### config.mk
export PLATFORM = sky130hd
export DESIGN_NAME = dkuib_core
export DESIGN_NICKNAME = d
export VERILOG_FILES = /design/src/logic/dkuib_pkg.sv /design/src/logic/dkuib_core.sv
export SDC_FILE = /design/constraint.sdc
export NUM_CORES = 1
export LEC_CHECK = 0
export BUFFER_PORTS_ARGS = -buffer_cell sky130_fd_sc_hd__buf_4
export CAP_MARGIN = 10
export CORE_MARGIN = 2
export CORE_UTILIZATION = 25
export CTS_CLUSTER_DIAMETER = 60
export DETAILED_ROUTE_END_ITERATION = 12
export PLACE_DENSITY_LB_ADDON = 0.2
export SLEW_MARGIN = 20
export SYNTH_ARGS = -nofsm -noshare
export SYNTH_HDL_FRONTEND = slang
export SYNTH_SLANG_ARGS = --single-unit
### constraint.sdc
create_clock -name ref_clk -period 3.8 [get_ports ref_clk]
set_clock_uncertainty 0.05 [all_clocks]
set_input_delay 0.19 -clock ref_clk [delete_from_list [all_inputs] [get_ports ref_clk]]
set_output_delay 0.19 -clock ref_clk [all_outputs]
set_load 0.02 [all_outputs]
### src/logic/dkuib_pkg.sv
package dkuib_pkg;

	// ----------------------------------------------------------------
	// Register offsets
	// ----------------------------------------------------------------
	localparam logic [3:0] CTRL_OFFSET       = 4'h2;
	localparam logic [3:0] KEY_STATUS_OFFSET = 4'h7;
	localparam logic [3:0] RESET_REQ_OFFSET  = 4'h8;
	localparam logic [3:0] SYS_STATUS_OFFSET = 4'hB;
	localparam logic [3:0] CRC_STATUS_OFFSET = 4'hC;

	// ----------------------------------------------------------------
	// Field positions
	// ----------------------------------------------------------------
	localparam int GAP_ENABLE_BIT   = 7;
	localparam int GUARD_SEL_MSB    = 2;
	localparam int ROW_KEY_BIT      = 5;
	localparam int PROG_KEY_BIT     = 4;
	localparam int ERASE_KEY_BIT    = 3;
	localparam int RESET_SYS_BIT    = 5;
	localparam int PROG_STAT_BIT    = 3;
	localparam int ROW_STAT_BIT     = 2;
	localparam int ERASE_FAILED_BIT = 1;
	localparam int LOCK_STAT_BIT    = 0;

	// ----------------------------------------------------------------
	// Reset values
	// ----------------------------------------------------------------
	localparam logic [2:0] GUARD_SEL_RESET = 3'h0;
	localparam logic [7:0] RESET_REQ_RESET = 8'h00;

	// ----------------------------------------------------------------
	// Key signatures and transfer sizes
	// ----------------------------------------------------------------
	localparam logic [63:0] ERASE_KEY_SIG = 64'h4E56_4D45_7261_7365;
	localparam logic [63:0] PROG_KEY_SIG  = 64'h4E56_4D50_726F_6720;
	localparam logic [63:0] ROW_KEY_SIG   = 64'h4E56_4D55_7326_7465;
	localparam logic [4:0]  KEY_BYTES     = 5'h08;
	localparam logic [4:0]  INFO_BYTES    = 5'h10;

	// ----------------------------------------------------------------
	// Timing counts in bit times
	// ----------------------------------------------------------------
	localparam logic [7:0] GAP_IDLE_BITS  = 8'h02;
	localparam logic [7:0] GUARD_MAX_BITS = 8'h80;

	typedef enum logic [1:0] {
		ST_IDLE,
		ST_RX_KEY,
		ST_TX_WAIT,
		ST_TX_SEND
	} dkuib_state_type;

endpackage

### src/logic/dkuib_core.sv
// Notes on behaviour
// - Keys are exactly 64 bits long
// - Information block up to 128 bits returned
// - Size operand sets count of byte frames
// - No response frame after a key
// - Information output starts after guard time
// - Gap enable inserts two idle bits
// - No guard time between streamed output bytes
// - Information block ignores lock bits
// - Block layout: family, versions, oscillator byte
// - Three keys recognised by signature, LSB first
// - Erase key erases, stays until interface disable or reset
// - Programming key needs unlock, ends when done
// - Row key needs lock, cleared by write
// - Reset signature holds system reset, 0x00 releases
// - Erase-failed flag reads zero on success
// - Locked device blocks system bus access
// - Boot check result readable even when locked
module dkuib_core #(
	parameter logic [55:0] FAMILY_CODE   = 56'h4445_5649_4345_30, // Arbitrary value
	parameter logic [23:0] MEM_CTRL_VER  = 24'h503A_31,           // Arbitrary value
	parameter logic [23:0] DEBUG_VER     = 24'h443A_31,           // Arbitrary value
	parameter logic [7:0]  DEBUG_OSC     = 8'h33,                 // Arbitrary value
	parameter logic [7:0]  RESET_SIG     = 8'h59,                 // Arbitrary value
	parameter logic [7:0]  RESERVED_BYTE = 8'h20
) (
	input  wire logic                 ref_clk,
	input  wire logic                 rst_n,
	input  wire logic                 clkEn,
	input  wire logic [3:0]           regAddr,
	input  wire logic [7:0]           regWrData,
	input  wire logic                 regWrStb,
	input  wire logic                 regRdStb,
	output logic      [7:0]           regRdData,
	input  wire logic                 keyStart,
	input  wire logic                 keyInfo,
	input  wire logic [4:0]           keySize,
	input  wire logic                 rxValid,
	input  wire logic [7:0]           rxByte,
	input  wire logic                 bitTick,
	input  wire logic                 txReady,
	output logic                      txValid,
	output logic      [7:0]           txByte,
	input  wire logic                 lockIn,
	input  wire logic                 eraseDoneIn,
	input  wire logic                 eraseFailIn,
	input  wire logic [2:0]           crcIn,
	input  wire logic                 ifaceDisable,
	output logic                      eraseStart,
	output logic                      sysReset,
	output logic                      busGrant,
	output logic                      progMode,
	output logic                      rowMode
);
	import dkuib_pkg::*;

	// ----------------------------------------------------------------
	// State record
	// ----------------------------------------------------------------
	typedef struct packed {
		dkuib_state_type state;
		logic [4:0]      size;
		logic [4:0]      remain;
		logic [63:0]     shift;
		logic [7:0]      idleCnt;
		logic            gapEn;
		logic [2:0]      guardSel;
		logic            eraseKey;
		logic            progKey;
		logic            rowKey;
		logic            progStat;
		logic            rowStat;
		logic [7:0]      resetReq;
		logic            sysReset;
		logic            eraseStart;
		logic            eraseFail;
		logic            busGrant;
		logic [7:0]      rdData;
		logic            txValid;
		logic [7:0]      txByte;
	} dkuib_regs_type;

	dkuib_regs_type cur_ff;
	dkuib_regs_type nxt_cur;

	// ----------------------------------------------------------------
	// Helpers
	// ----------------------------------------------------------------

	// Byte of the information block at a given index
	function automatic logic [7:0] infoByte(input logic [4:0] idx);
		logic [7:0] b;
		b = RESERVED_BYTE;
		case (idx)
			5'h00: b = FAMILY_CODE[7:0];
			5'h01: b = FAMILY_CODE[15:8];
			5'h02: b = FAMILY_CODE[23:16];
			5'h03: b = FAMILY_CODE[31:24];
			5'h04: b = FAMILY_CODE[39:32];
			5'h05: b = FAMILY_CODE[47:40];
			5'h06: b = FAMILY_CODE[55:48];
			5'h08: b = MEM_CTRL_VER[7:0];
			5'h09: b = MEM_CTRL_VER[15:8];
			5'h0A: b = MEM_CTRL_VER[23:16];
			5'h0B: b = DEBUG_VER[7:0];
			5'h0C: b = DEBUG_VER[15:8];
			5'h0D: b = DEBUG_VER[23:16];
			5'h0F: b = DEBUG_OSC;
			default: b = RESERVED_BYTE;
		endcase
		return b;
	endfunction

	// Guard time in bit times for a guard select code
	function automatic logic [7:0] guardBits(input logic [2:0] sel);
		return GUARD_MAX_BITS >> sel;
	endfunction

	// ----------------------------------------------------------------
	// Next-state logic
	// ----------------------------------------------------------------
	logic       keyDone;
	logic       relEdge;
	logic [4:0] nextIdx;

	always_comb begin
		nxt_cur = cur_ff;
		keyDone = 1'b0;
		relEdge = 1'b0;
		nextIdx = 5'h00;
		nxt_cur.eraseStart = 1'b0;
		nxt_cur.rdData = 8'h00;
		nxt_cur.busGrant = ~lockIn;

		// Key and information transfer sequencer
		case (cur_ff.state)
			ST_IDLE: begin
				if (keyStart && keySize != 5'h00) begin
					if (keyInfo) begin
						// Size is capped at the block length
						nxt_cur.size = (keySize > INFO_BYTES) ? INFO_BYTES : keySize;
						nxt_cur.remain = nxt_cur.size;
						nxt_cur.idleCnt = guardBits(cur_ff.guardSel);
						nxt_cur.state = ST_TX_WAIT;
					end else begin
						nxt_cur.size = keySize;
						nxt_cur.remain = keySize;
						nxt_cur.state = ST_RX_KEY;
					end
				end
			end
			ST_RX_KEY: begin
				// Bytes arrive LSB first; no frame is sent back
				if (rxValid) begin
					nxt_cur.shift = {rxByte, cur_ff.shift[63:8]};
					nxt_cur.remain = cur_ff.remain - 5'h01;
					if (cur_ff.remain == 5'h01) begin
						keyDone = 1'b1;
						nxt_cur.state = ST_IDLE;
					end
				end
			end
			ST_TX_WAIT: begin
				// Idle bit times before the next output byte
				if (cur_ff.idleCnt == 8'h00) begin
					nxt_cur.txValid = 1'b1;
					nxt_cur.txByte = infoByte(cur_ff.size - cur_ff.remain);
					nxt_cur.state = ST_TX_SEND;
				end else if (bitTick) begin
					nxt_cur.idleCnt = cur_ff.idleCnt - 8'h01;
				end
			end
			ST_TX_SEND: begin
				if (txReady) begin
					nxt_cur.remain = cur_ff.remain - 5'h01;
					nextIdx = cur_ff.size - cur_ff.remain + 5'h01;
					if (cur_ff.remain == 5'h01) begin
						nxt_cur.txValid = 1'b0;
						nxt_cur.state = ST_IDLE;
					end else if (cur_ff.gapEn) begin
						nxt_cur.txValid = 1'b0;
						nxt_cur.idleCnt = GAP_IDLE_BITS;
						nxt_cur.state = ST_TX_WAIT;
					end else begin
						nxt_cur.txByte = infoByte(nextIdx);
					end
				end
			end
			default: begin
				nxt_cur.state = ST_IDLE;
				nxt_cur.txValid = 1'b0;
			end
		endcase

		// Register writes
		if (regWrStb) begin
			case (regAddr)
				CTRL_OFFSET: begin
					nxt_cur.gapEn = regWrData[GAP_ENABLE_BIT];
					nxt_cur.guardSel = regWrData[GUARD_SEL_MSB:0];
				end
				KEY_STATUS_OFFSET: begin
					if (regWrData[ROW_KEY_BIT]) begin
						nxt_cur.rowKey = 1'b0;
						nxt_cur.rowStat = 1'b0;
					end
				end
				RESET_REQ_OFFSET: begin
					nxt_cur.resetReq = regWrData;
					nxt_cur.sysReset = (regWrData == RESET_SIG);
				end
				default: begin
				end
			endcase
		end

		// Reset release: programming entry, completion and row entry
		relEdge = cur_ff.sysReset && !nxt_cur.sysReset;
		if (relEdge) begin
			if (cur_ff.progStat) begin
				nxt_cur.progKey = 1'b0;
				nxt_cur.progStat = 1'b0;
			end else if (cur_ff.progKey && !lockIn) begin
				nxt_cur.progStat = 1'b1;
			end
			if (cur_ff.rowKey && lockIn) begin
				nxt_cur.rowStat = 1'b1;
			end
		end

		// Erase launches when the system reset is taken with the key active
		if (!cur_ff.sysReset && nxt_cur.sysReset && cur_ff.eraseKey) begin
			nxt_cur.eraseStart = 1'b1;
			nxt_cur.eraseFail = 1'b0;
		end
		if (eraseDoneIn) begin
			nxt_cur.eraseFail = eraseFailIn;
		end

		// Key activation; setting wins over a same-cycle write or release clear, interface disable still drops the erase key
		if (keyDone && cur_ff.size == KEY_BYTES) begin
			if (nxt_cur.shift == ERASE_KEY_SIG) begin
				nxt_cur.eraseKey = 1'b1;
			end
			if (nxt_cur.shift == PROG_KEY_SIG) begin
				nxt_cur.progKey = 1'b1;
			end
			if (nxt_cur.shift == ROW_KEY_SIG) begin
				nxt_cur.rowKey = 1'b1;
			end
		end

		// Interface disable drops the erase key
		if (ifaceDisable) begin
			nxt_cur.eraseKey = 1'b0;
		end

		// Register reads, data valid in the following cycle only
		if (regRdStb) begin
			case (regAddr)
				CTRL_OFFSET: begin
					nxt_cur.rdData = {cur_ff.gapEn, 4'h0, cur_ff.guardSel};
				end
				KEY_STATUS_OFFSET: begin
					nxt_cur.rdData[ROW_KEY_BIT] = cur_ff.rowKey;
					nxt_cur.rdData[PROG_KEY_BIT] = cur_ff.progKey;
					nxt_cur.rdData[ERASE_KEY_BIT] = cur_ff.eraseKey;
				end
				RESET_REQ_OFFSET: begin
					nxt_cur.rdData = cur_ff.resetReq;
				end
				SYS_STATUS_OFFSET: begin
					nxt_cur.rdData[RESET_SYS_BIT] = cur_ff.sysReset;
					nxt_cur.rdData[PROG_STAT_BIT] = cur_ff.progStat;
					nxt_cur.rdData[ROW_STAT_BIT] = cur_ff.rowStat;
					nxt_cur.rdData[ERASE_FAILED_BIT] = cur_ff.eraseFail;
					nxt_cur.rdData[LOCK_STAT_BIT] = lockIn;
				end
				CRC_STATUS_OFFSET: begin
					nxt_cur.rdData = {5'h00, crcIn};
				end
				default: begin
					nxt_cur.rdData = 8'h00;
				end
			endcase
		end
	end

	// ----------------------------------------------------------------
	// State register
	// ----------------------------------------------------------------

	// Clock enable freezes every field
	always_ff @(posedge ref_clk or negedge rst_n) begin
		if (!rst_n) begin
			cur_ff <= '{
				state:      ST_IDLE,
				size:       5'h00,
				remain:     5'h00,
				shift:      64'h0000_0000_0000_0000,
				idleCnt:    8'h00,
				gapEn:      1'b0,
				guardSel:   GUARD_SEL_RESET,
				eraseKey:   1'b0,
				progKey:    1'b0,
				rowKey:     1'b0,
				progStat:   1'b0,
				rowStat:    1'b0,
				resetReq:   RESET_REQ_RESET,
				sysReset:   1'b0,
				eraseStart: 1'b0,
				eraseFail:  1'b0,
				busGrant:   1'b0,
				rdData:     8'h00,
				txValid:    1'b0,
				txByte:     8'h00
			};
		end else if (clkEn) begin
			cur_ff <= nxt_cur;
		end
	end

	// ----------------------------------------------------------------
	// Outputs
	// ----------------------------------------------------------------

	// All outputs are register fields
	assign regRdData  = cur_ff.rdData;
	assign txValid    = cur_ff.txValid;
	assign txByte     = cur_ff.txByte;
	assign eraseStart = cur_ff.eraseStart;
	assign sysReset   = cur_ff.sysReset;
	assign busGrant   = cur_ff.busGrant;
	assign progMode   = cur_ff.progStat;
	assign rowMode    = cur_ff.rowStat;

endmodule

==> results of run 1 <==
## registers in the layout, summed over array words and instances, names as in the netlist
| register | count |
|---|---|
| regRdData | 8 |
| rowMode | 1 |
| eraseStart | 1 |
| busGrant | 1 |
| txByte | 7 |
| txValid | 1 |
| cur_ff | 100 |
| progMode | 1 |
| sysReset | 1 |
## synth_stat cells (11+ instances only)
| cell | count | area share |
|---|---|---|
| a21oi_1 | 22 | 0.017 |
| buf_4 | 16 | 0.018 |
| clkbuf_1 | 12 | 0.0068 |
| dfrtp_1 | 121 | 0.46 |
| ha_1 | 16 | 0.030 |
| inv_1 | 25 | 0.014 |
| mux2_2 | 67 | 0.11 |
| nand2_1 | 78 | 0.044 |
| nand3_1 | 18 | 0.014 |
| nand4_1 | 11 | 0.010 |
| nor2_1 | 51 | 0.029 |
| nor3_1 | 21 | 0.016 |
| o21ai_0 | 47 | 0.036 |
## metal layers
| layer | GRT usage | vias to the layer above | wire length, um |
|---|---|---|---|
| li1 | - | 2556 | - |
| met1 | 0.175 | 2528 | 8410 |
| met2 | 0.197 | 99 | 7750 |
| met3 | 0.0238 | 18 | 631 |
| met4 | 0.0349 | 0 | 205 |
| met5 | 0 | - | 0 |
## logic make-up (layout without fill, tap and decap cells)
| group | after synthesis | count (layout) | synth area share |
|---|---|---|---|
| compound gates | 139 | 139 | 0.136 |
| mux | 72 | 72 | 0.122 |
| fa+ha+maj | 17 | 17 | 0.0334 |
| flops | 121 | 121 | 0.460 |
| buf+inv | 66 | 155 | 0.0486 |
| other cells | 1 | 1 | 0.000569 |
| simple gates | 238 | 238 | 0.184 |
| xor+xnor | 7 | 7 | 0.0156 |
## worst reg2reg max path, stage by stage (launching register included)
cell	delay [ns]
dfrtp_1	0.44
ha_1	0.20
inv_1	0.05
fa_1	0.68
ha_1	0.43
and2_1	0.26
a21oi_1	0.10
nor3_2	0.34
o311ai_1	0.22
o211ai_1	0.20
## worst max-delay path by stage
stage	from	endpoint	slack [ns]	cells past startpoint
final	cur_ff[110]$_DFFE_PN0P_	txByte[1]$_DFFE_PN0P_	0.75	9
after global routing	cur_ff[110]$_DFFE_PN0P_	txByte[0]$_DFFE_PN0P_	0.47	9
after CTS	cur_ff[110]$_DFFE_PN0P_	txByte[1]$_DFFE_PN0P_	0.75	9
after detailed placement	cur_ff[110]$_DFFE_PN0P_	txByte[1]$_DFFE_PN0P_	0.76	9
after global placement	cur_ff[115]$_DFFE_PN0P_	txByte[1]$_DFFE_PN0P_	0.86	10
after floorplan	cur_ff[110]$_DFFE_PN0P_	txByte[1]$_DFFE_PN0P_	1.10	10
## final cells by class
type	instances	share of cell area
Sequential cell	121	0.369
Multi-Input combinational cell	474	0.396
Clock inverter	15	0.0220
Clock buffer	17	0.0519
Timing Repair Buffer	97	0.0982
Tap cell	335	0.0511
Inverter	26	0.0119
## timing repair
item                      CTS  global route
hold endpoints to repair   93             0
hold buffers               29             0
setup buffers               0             0
## where the power goes
part	internal, uW	switching, uW	total, uW
clock	995	672	1670
combinational	1360	2120	3490
sequential	1510	241	1750
total	3860	3040	6900
## stage by stage
step	utilization	instance area, um^2	std cells
2_1_floorplan	-	6590	661
5_1_grt	0.315	8200	1085
6_report	0.315	8200	1085
3_3_place_gp	0.281	7300	1024
3_5_place_dp	0.281	7300	1024
4_1_cts	0.315	8200	1085
==> run summary, run 1 <==
Outcome = completed
Hold EP = cur_ff[118]$_DFFE_PN0P_
GP Congestion = 0.814
Post-synthesis async set-or-reset flop share = 1.00
Area Growth Syn to Fin = 24.4%
CP peak stage delay = 0.68 ns
Worst R2R Setup Slack = 0.75 ns
Post-synth EDFFs = 0
Critical path data arrival time = 3.33 ns
Synthesized area = 0.00659 mm^2
Max VDD drop = 508 uV
H-tree levels = 4
Largest buffer count on any clock path = 2
FF-to-FF path depth = 9
CTS clk-pin slew, worst paths = 0.06 ns
Commonest non-fill, non-tap cells in the layout = dfrtp_1, nand2_1, mux2_2, buf_4, nor2_1
Pre-CTS setup slack = 0.761 ns
Share of layout cells above drive strength 1 = 0.237
First-pass GRT wire length = 27900 um
IO buf count = 62
Slew headroom = 0.401
Sink Count = 121
Worst path cell trace = ha_1 > inv_1 > fa_1 > ha_1 > and2_1 > a21oi_1 > nor3_2 > o311ai_1 > o211ai_1
Setup CP Type = reg2reg
CP endpoint kind = flop
Grt ovf = 0
Slew Limit Fails = 0
Final period util = 0.802
Drt drc = 0
DRT Wirelength = 17000 um
Mapped Nets = 720
ANT nets after route = 0
Final hold violations = 0
Die ar. = 0.0277 mm^2
Most frequent CP cell = ha_1
Buffer and inverter count on the worst path = 1
FMAX = 328 MHz
Die Wd = 166 um
Gr usage total = 0.125
Vias in the first global route = 5123
Largest net degree at the start of global routing = 67
R2r endpoint = txByte[1]$_DFFE_PN0P_
Primary FF master, synth = dfrtp_1
Ant diodes = 0
Worst hold path class = in2reg
# setup viols final = 0
DR WL/cell = 15.7 um
Yosys reg bits = 121
CTS Buf Count = 17
Lkg Pwr = 0.00370 uW
Register area = 0.00303 mm^2
Final min period = 3.05 ns
Setup tns final = 0 ns
Initial antenna violation count = 0
RR Startpoint = cur_ff[110]$_DFFE_PN0P_
Critical Path RT = 4.09 ns
Worst-path maximum fanout = 10
CTS root buffer = clkbuf_16
Chip Height = 166 um
First-pass detailed-route iteration total = 5
Hold Slack = 0.0209 ns
Clk_lat worst skew = 0.41 ns
Vias = 5201
Rows = 59
Min-delay src = keySize[3]
Hpwl dp = 12400 um
Unique masters post-synth = 67
Layout Nets = 796
Core area = 0.0260 mm^2
Initial Utilization = 0.254
Resized cells post-CTS = 0
Maxcap violations = 0
Area of the multi-input gates = 0.00324 mm^2
Vias per inst = 4.79
Final worst setup slack = 0.753 ns
Initial drt markers = 286
Post-synthesis average cell area = 9.97 um^2
Delay-heaviest family, CP = adder cells
Synthesized instance count = 661
Boundary Pins = 64
Register area share after synthesis = 0.460
Leading cell type in the layout, fill and taps excluded = dfrtp_1
Hold depth = 3
Total Power = 6900 uW
Fillers = 2721
Critical Path Slowest Stage Cell = fa_1
Startpoint types = flop
Worst-Margin Slew = 0.897 ns
Synth Warn # = 0
PD cells = 842 mW/mm^2
CTS tree = done
RSZ-0062 raised after global routing = no
Note: power is estimated with default switching activity, not from simulation.
==> run 2, diff against run 1 <==
- clock period: 3.8 -> 2.5 ns (I/O delays scaled with it)
==> run 2 against run 1 <==
  * Final cell count increased by 4.4%
  * Global-route usage increased by 0.76 points
  * Via count increased by 4.5%
  * The flow now finishes with violations (negative setup slack)
  * Sequential share of layout area decreased by 2.7 points
  * Fmax increased by 20%
  * First-iteration DRC count increased by 8.4%
  * Highest routed layer unchanged
  * Die area unchanged
  * Critical endpoint unchanged
  * Critical path depth increased by 4
  * Combinational power increased by 130%
==> run summary, run 2 (synthesized netlist as in run 1, its figures left out) <==
Max reg flops = 100
Die Wd = 166 um
Placed insts = 1062
Layout Nets = 844
DRT Wirelength = 18000 um
Outcome = finished, violations left
Final hold violations = 0
Slew headroom = 0.530
Vias in the first global route = 5402
CTS Buf Count = 17
RSZ-0062 raised after global routing = yes
Initial antenna violation count = 0
Largest Register = cur_ff
CTS root buffer = clkbuf_16
Maxcap violations = 0
# setup viols final = 4
Largest net degree at the start of global routing = 59
Share of layout cells above drive strength 1 = 0.316
Design Area, Final = 0.00883 mm^2
Gr usage total = 0.132
Initial drt markers = 310
Largest buffer count on any clock path = 2
CTS clk-pin slew, worst paths = 0.06 ns
Switching Power = 5500 uW
Ant diodes = 0
FMAX = 394 MHz
CP peak stage delay = 0.38 ns
Most frequent CP cell = buf_4
Worst R2R Setup Slack = -0.04 ns
Critical Path RT = 2.78 ns
Worst-Margin Slew = 0.703 ns
Area Growth Syn to Fin = 34.1%
Hold EP = txValid$_DFFE_PN0P_
Commonest non-fill, non-tap cells in the layout = dfrtp_1, buf_4, nand2_1
Comb pwr share = 0.605
Levels on crit path = 13
Vias = 5434
Die ar. = 0.0277 mm^2
Hpwl dp = 13200 um
Worst path cell trace = inv_1 > ha_2 > inv_2 > fa_2 > xor2_2 > buf_4 > buf_4 > and2_4 > and3_4 > nor3_4 > buf_6 > o311ai_4 > o211ai_1
Core area = 0.0260 mm^2
FF-to-FF path depth = 13
GP Congestion = 0.828
Setup CP Type = reg2reg
Critical Path Slowest Stage Cell = dfrtp_1
RR Startpoint = cur_ff[115]$_DFFE_PN0P_
Pre-CTS setup slack = -0.0889 ns
CTS tree = done
Worst hold path class = in2reg
ANT nets after route = 0
Sink Count = 121
Critical path data arrival time = 2.82 ns
Lkg Pwr = 0.00398 uW
Leading cell type in the layout, fill and taps excluded = dfrtp_1
Final period util = 1.02
DR WL/cell = 15.9 um
Final min period = 2.54 ns
First-pass GRT wire length = 29500 um
Startpoint types = flop
Boundary Pins = 64
H-tree levels = 4
Violated checks = negative setup slack
PD cells = 1510 mW/mm^2
Non-filler instance count after layout = 1133
IO buf count = 62
Initial Utilization = 0.254
Vias per inst = 4.80
Min-delay src = txReady
Buffer and inverter count on the worst path = 5
First-pass detailed-route iteration total = 5
Sw frac = 0.412
CP endpoint kind = flop
Worst-path maximum fanout = 4
Chip Height = 166 um
R2r endpoint = txByte[1]$_DFFE_PN0P_
Final Core Density = 0.340
Hold depth = 4
Clock share of power = 0.201
Max VDD drop = 826 uV
Total Power = 13400 uW
Seq pwr share = 0.194
Drt drc = 0
Area after DPL = 0.00769 mm^2
Int Power = 7870 uW
Clk_lat worst skew = 0.41 ns
Delay-heaviest family, CP = adder cells
Grt ovf = 0
Rows = 59
Slew Limit Fails = 0
Final worst setup slack = -0.0401 ns
[run 2: cell count changes in the layout (fill, tap and decap cells not counted), sizes merged]
cell and delta:
clkbuf +2, dlygate4sd3 +1, bufinv +2, buf +47, inv -6, clkinv -1
clkinvlp +3
[run 2: stage by stage]
step	setup TNS, ns	hold slack (ns)
6_report	-0.0887	0.0462
5_1_grt	-0.854	0.0580
4_1_cts	-0.0355	0.0313
3_5_place_dp	-0.389	0.0215
3_3_place_gp	-0.103	0.0203
2_1_floorplan	-0.0298	-0.221
[run 2: metal layers]
| layer | vias up | share of wire | global-route usage |
|---|---|---|---|
| met4 | 0 | 0.012 | 0.0322 |
| met1 | 2660 | 0.50 | 0.189 |
| li1 | 2651 | - | - |
| met3 | 16 | 0.036 | 0.0265 |
| met5 | - | 0 | 0 |
| met2 | 107 | 0.45 | 0.206 |
[run 2: repair_timing]
action | CTS | global route
hold buffers | 30 | 0
pin swaps | 6 | 9
buffers inserted | 2 | 7
endpoints found under the hold margin | 148 | 0
endpoints found under the setup margin | 8 | 9
gates cloned | 0 | 0
resized for setup | 7 | 18
[run 2: worst max path at each step]
| stage | startpoint | to |
|---|---|---|
| final | cur_ff[115]$_DFFE_PN0P_ | txByte[1]$_DFFE_PN0P_ |
| after global routing | cur_ff[115]$_DFFE_PN0P_ | txByte[5]$_DFFE_PN0P_ |
| after CTS | cur_ff[115]$_DFFE_PN0P_ | txByte[0]$_DFFE_PN0P_ |
| after detailed placement | cur_ff[115]$_DFFE_PN0P_ | txByte[5]$_DFFE_PN0P_ |
| after global placement | cur_ff[115]$_DFFE_PN0P_ | txByte[1]$_DFFE_PN0P_ |
| after floorplan | cur_ff[110]$_DFFE_PN0P_ | txByte[1]$_DFFE_PN0P_ |
[run 2: final cells by class]
cell class              count  area, um^2
clock buffers              19         453
clock inverters            13         191
fillers                  2664       17200
inverters                  26         100
multi-input cells         474        3410
flip-flops and latches    121        3030
well taps                 335         419
repair buffers            145        1230
[run 2: power by group through the flow]
stage / combinational, uW / clock (uW) / sequential, uW
2_1_floorplan: 4570 / 0 / 2530
3_3_place_gp: 7020 / 0 / 2620
3_5_place_dp: 6980 / 0 / 2630
4_1_cts: 7170 / 2750 / 2600
5_1_grt: 8790 / 2860 / 2650
6_report: 8090 / 2690 / 2590
[run 2: worst min-delay path, cell delays in order]
cell and delay [ns]:
buf_4 0.13, nand2_1 0.09, o21ai_0 0.07, o21ai_0 0.06
==> run 3, diff against run 2 <==
- CORE_UTILIZATION: 25 -> 30
- clock period: 2.5 -> 3 ns (I/O delays scaled with it)
==> run 3 against run 2 <==
  * The flow now finishes without violations
  * Via count shrank 1.8%
  * Fmax fell by 7.6%
  * Die area down 16%
  * Cell area decreased by 7.5%
  * Worst hold slack better by 0.021 ns
  * Global-route usage up 1.7 points
  * Wire length down 5.9%
  * First-iteration DRC count increased by 3.5%
  * Sequential power down 15%
  * Utilization increased by 3.7 points
  * Total power is 34% lower
  * Largest power group unchanged
  * Highest routed layer unchanged
==> run summary, run 3 (synthesized netlist as in run 1, its figures left out) <==
Outcome = completed
Area after DPL = 0.00729 mm^2
Drt drc = 0
CTS Buf Count = 17
Worst R2R Setup Slack = 0.25 ns
Vias in the first global route = 5403
RSZ-0062 raised after global routing = no
Clk_lat worst skew = 0.41 ns
Pre-CTS setup slack = 0.145 ns
Final worst setup slack = 0.251 ns
Chip Height = 152 um
Startpoint types = flop
Largest Register = cur_ff
Commonest non-fill, non-tap cells in the layout = dfrtp_1, nand2_1, buf_4
Slew headroom = 0.394
Worst-Margin Slew = 0.907 ns
Max VDD drop = 625 uV
Core area = 0.0217 mm^2
Setup CP Type = reg2reg
Die ar. = 0.0232 mm^2
Hold EP = cur_ff[31]$_DFFE_PN0P_
Leading cell type in the layout, fill and taps excluded = dfrtp_1
Lkg Pwr = 0.00371 uW
Initial Utilization = 0.304
CTS root buffer = clkbuf_16
CTS tree = done
Grt ovf = 0
Largest buffer count on any clock path = 2
Final period util = 0.916
H-tree levels = 4
Final hold violations = 0
GP Congestion = 0.854
Share of layout cells above drive strength 1 = 0.248
CP endpoint kind = flop
Critical path data arrival time = 3.02 ns
Rows = 54
ANT nets after route = 0
Placed insts = 976
Hold Slack = 0.0669 ns
Boundary Pins = 64
Worst-path maximum fanout = 8
Area Growth Syn to Fin = 24.0%
# setup viols final = 0
DR WL/cell = 16.3 um
Hold depth = 4
Post-CTS setup buffer count = 0
Maxcap violations = 0
R2r endpoint = txByte[5]$_DFFE_PN0P_
Largest net degree at the start of global routing = 46
Sink Count = 121
Setup tns final = 0 ns
RR Startpoint = cur_ff[110]$_DFFE_PN0P_
Hpwl dp = 12500 um
Max reg flops = 100
Ant diodes = 0
Non-filler instance count after layout = 1037
First-pass detailed-route iteration total = 5
Critical Path RT = 3.27 ns
DRT Wirelength = 16900 um
FMAX = 364 MHz
Vias = 5334
Layout Nets = 804
CTS clk-pin slew, worst paths = 0.06 ns
Design Area, Final = 0.00817 mm^2
Initial drt markers = 321
IO buf count = 62
Final min period = 2.75 ns
Slew Limit Fails = 0
Worst hold path class = in2reg
PD cells = 1080 mW/mm^2
Min-delay src = regWrStb
Gr usage total = 0.149
Die Wd = 152 um
FF-to-FF path depth = 9
First-pass GRT wire length = 28200 um
Initial antenna violation count = 0
Vias per inst = 5.14
## run 3: cell count changes in the layout (fill, tap and decap cells not counted), sizes merged
cell    change
buf        -40
bufinv      -3
clkbuf      -1
clkinv      +2
inv         +1
## run 3: power by group
group          total (uW)  internal [uW]  switching (uW)
clock network        1940           1160             775
logic                4660           1840            2820
registers            2210           1910             299
## run 3: critical path: stages, from the launching register on
cell and delay [ns]:
dfrtp_1 0.44, ha_1 0.19, inv_1 0.06, fa_1 0.63, nand2_1 0.15, nor2_2 0.21
xnor2_2 0.21, o21ai_1 0.13, o311a_1 0.36, o31ai_1 0.23
## run 3: worst max-delay path by stage
stage,start,end,cells past startpoint
3_5_place_dp,cur_ff[110]$_DFFE_PN0P_,txByte[0]$_DFFE_PN0P_,9
2_1_floorplan,cur_ff[110]$_DFFE_PN0P_,txByte[1]$_DFFE_PN0P_,10
5_1_grt,cur_ff[110]$_DFFE_PN0P_,txByte[0]$_DFFE_PN0P_,9
6_report,cur_ff[110]$_DFFE_PN0P_,txByte[5]$_DFFE_PN0P_,9
3_3_place_gp,cur_ff[115]$_DFFE_PN0P_,txByte[5]$_DFFE_PN0P_,11
4_1_cts,cur_ff[110]$_DFFE_PN0P_,txByte[0]$_DFFE_PN0P_,9
## run 3: final cells by class
type,count,area [um^2]
Tap cell,280,350
Multi-Input combinational cell,474,3260
Timing Repair Buffer,105,876
Fill cell,2157,13500
Clock inverter,13,120
Sequential cell,121,3030
Clock buffer,18,439
Inverter,26,97.6
## run 3: metal layers
layer | GRT usage | vias up | wire, um
met5 | 0 | - | 0
met4 | 0.0449 | 0 | 214
met3 | 0.0301 | 16 | 537
met2 | 0.226 | 114 | 7660
met1 | 0.216 | 2630 | 8530
li1 | - | 2574 | -
## run 3: repair_timing
item                                    4_1_cts  5_1_grt
endpoints found under the setup margin        0        7
gates resized for setup                       0        6
hold buffers                                 30        0
hold endpoints to repair                     74        0
## run 3: per-stage QoR
stage	total power, uW	utilization
floorplan	5570	-
detailed placement	6770	0.336
global route	9510	0.377
global placement	6740	0.336
finish	8810	0.377
CTS	8780	0.376
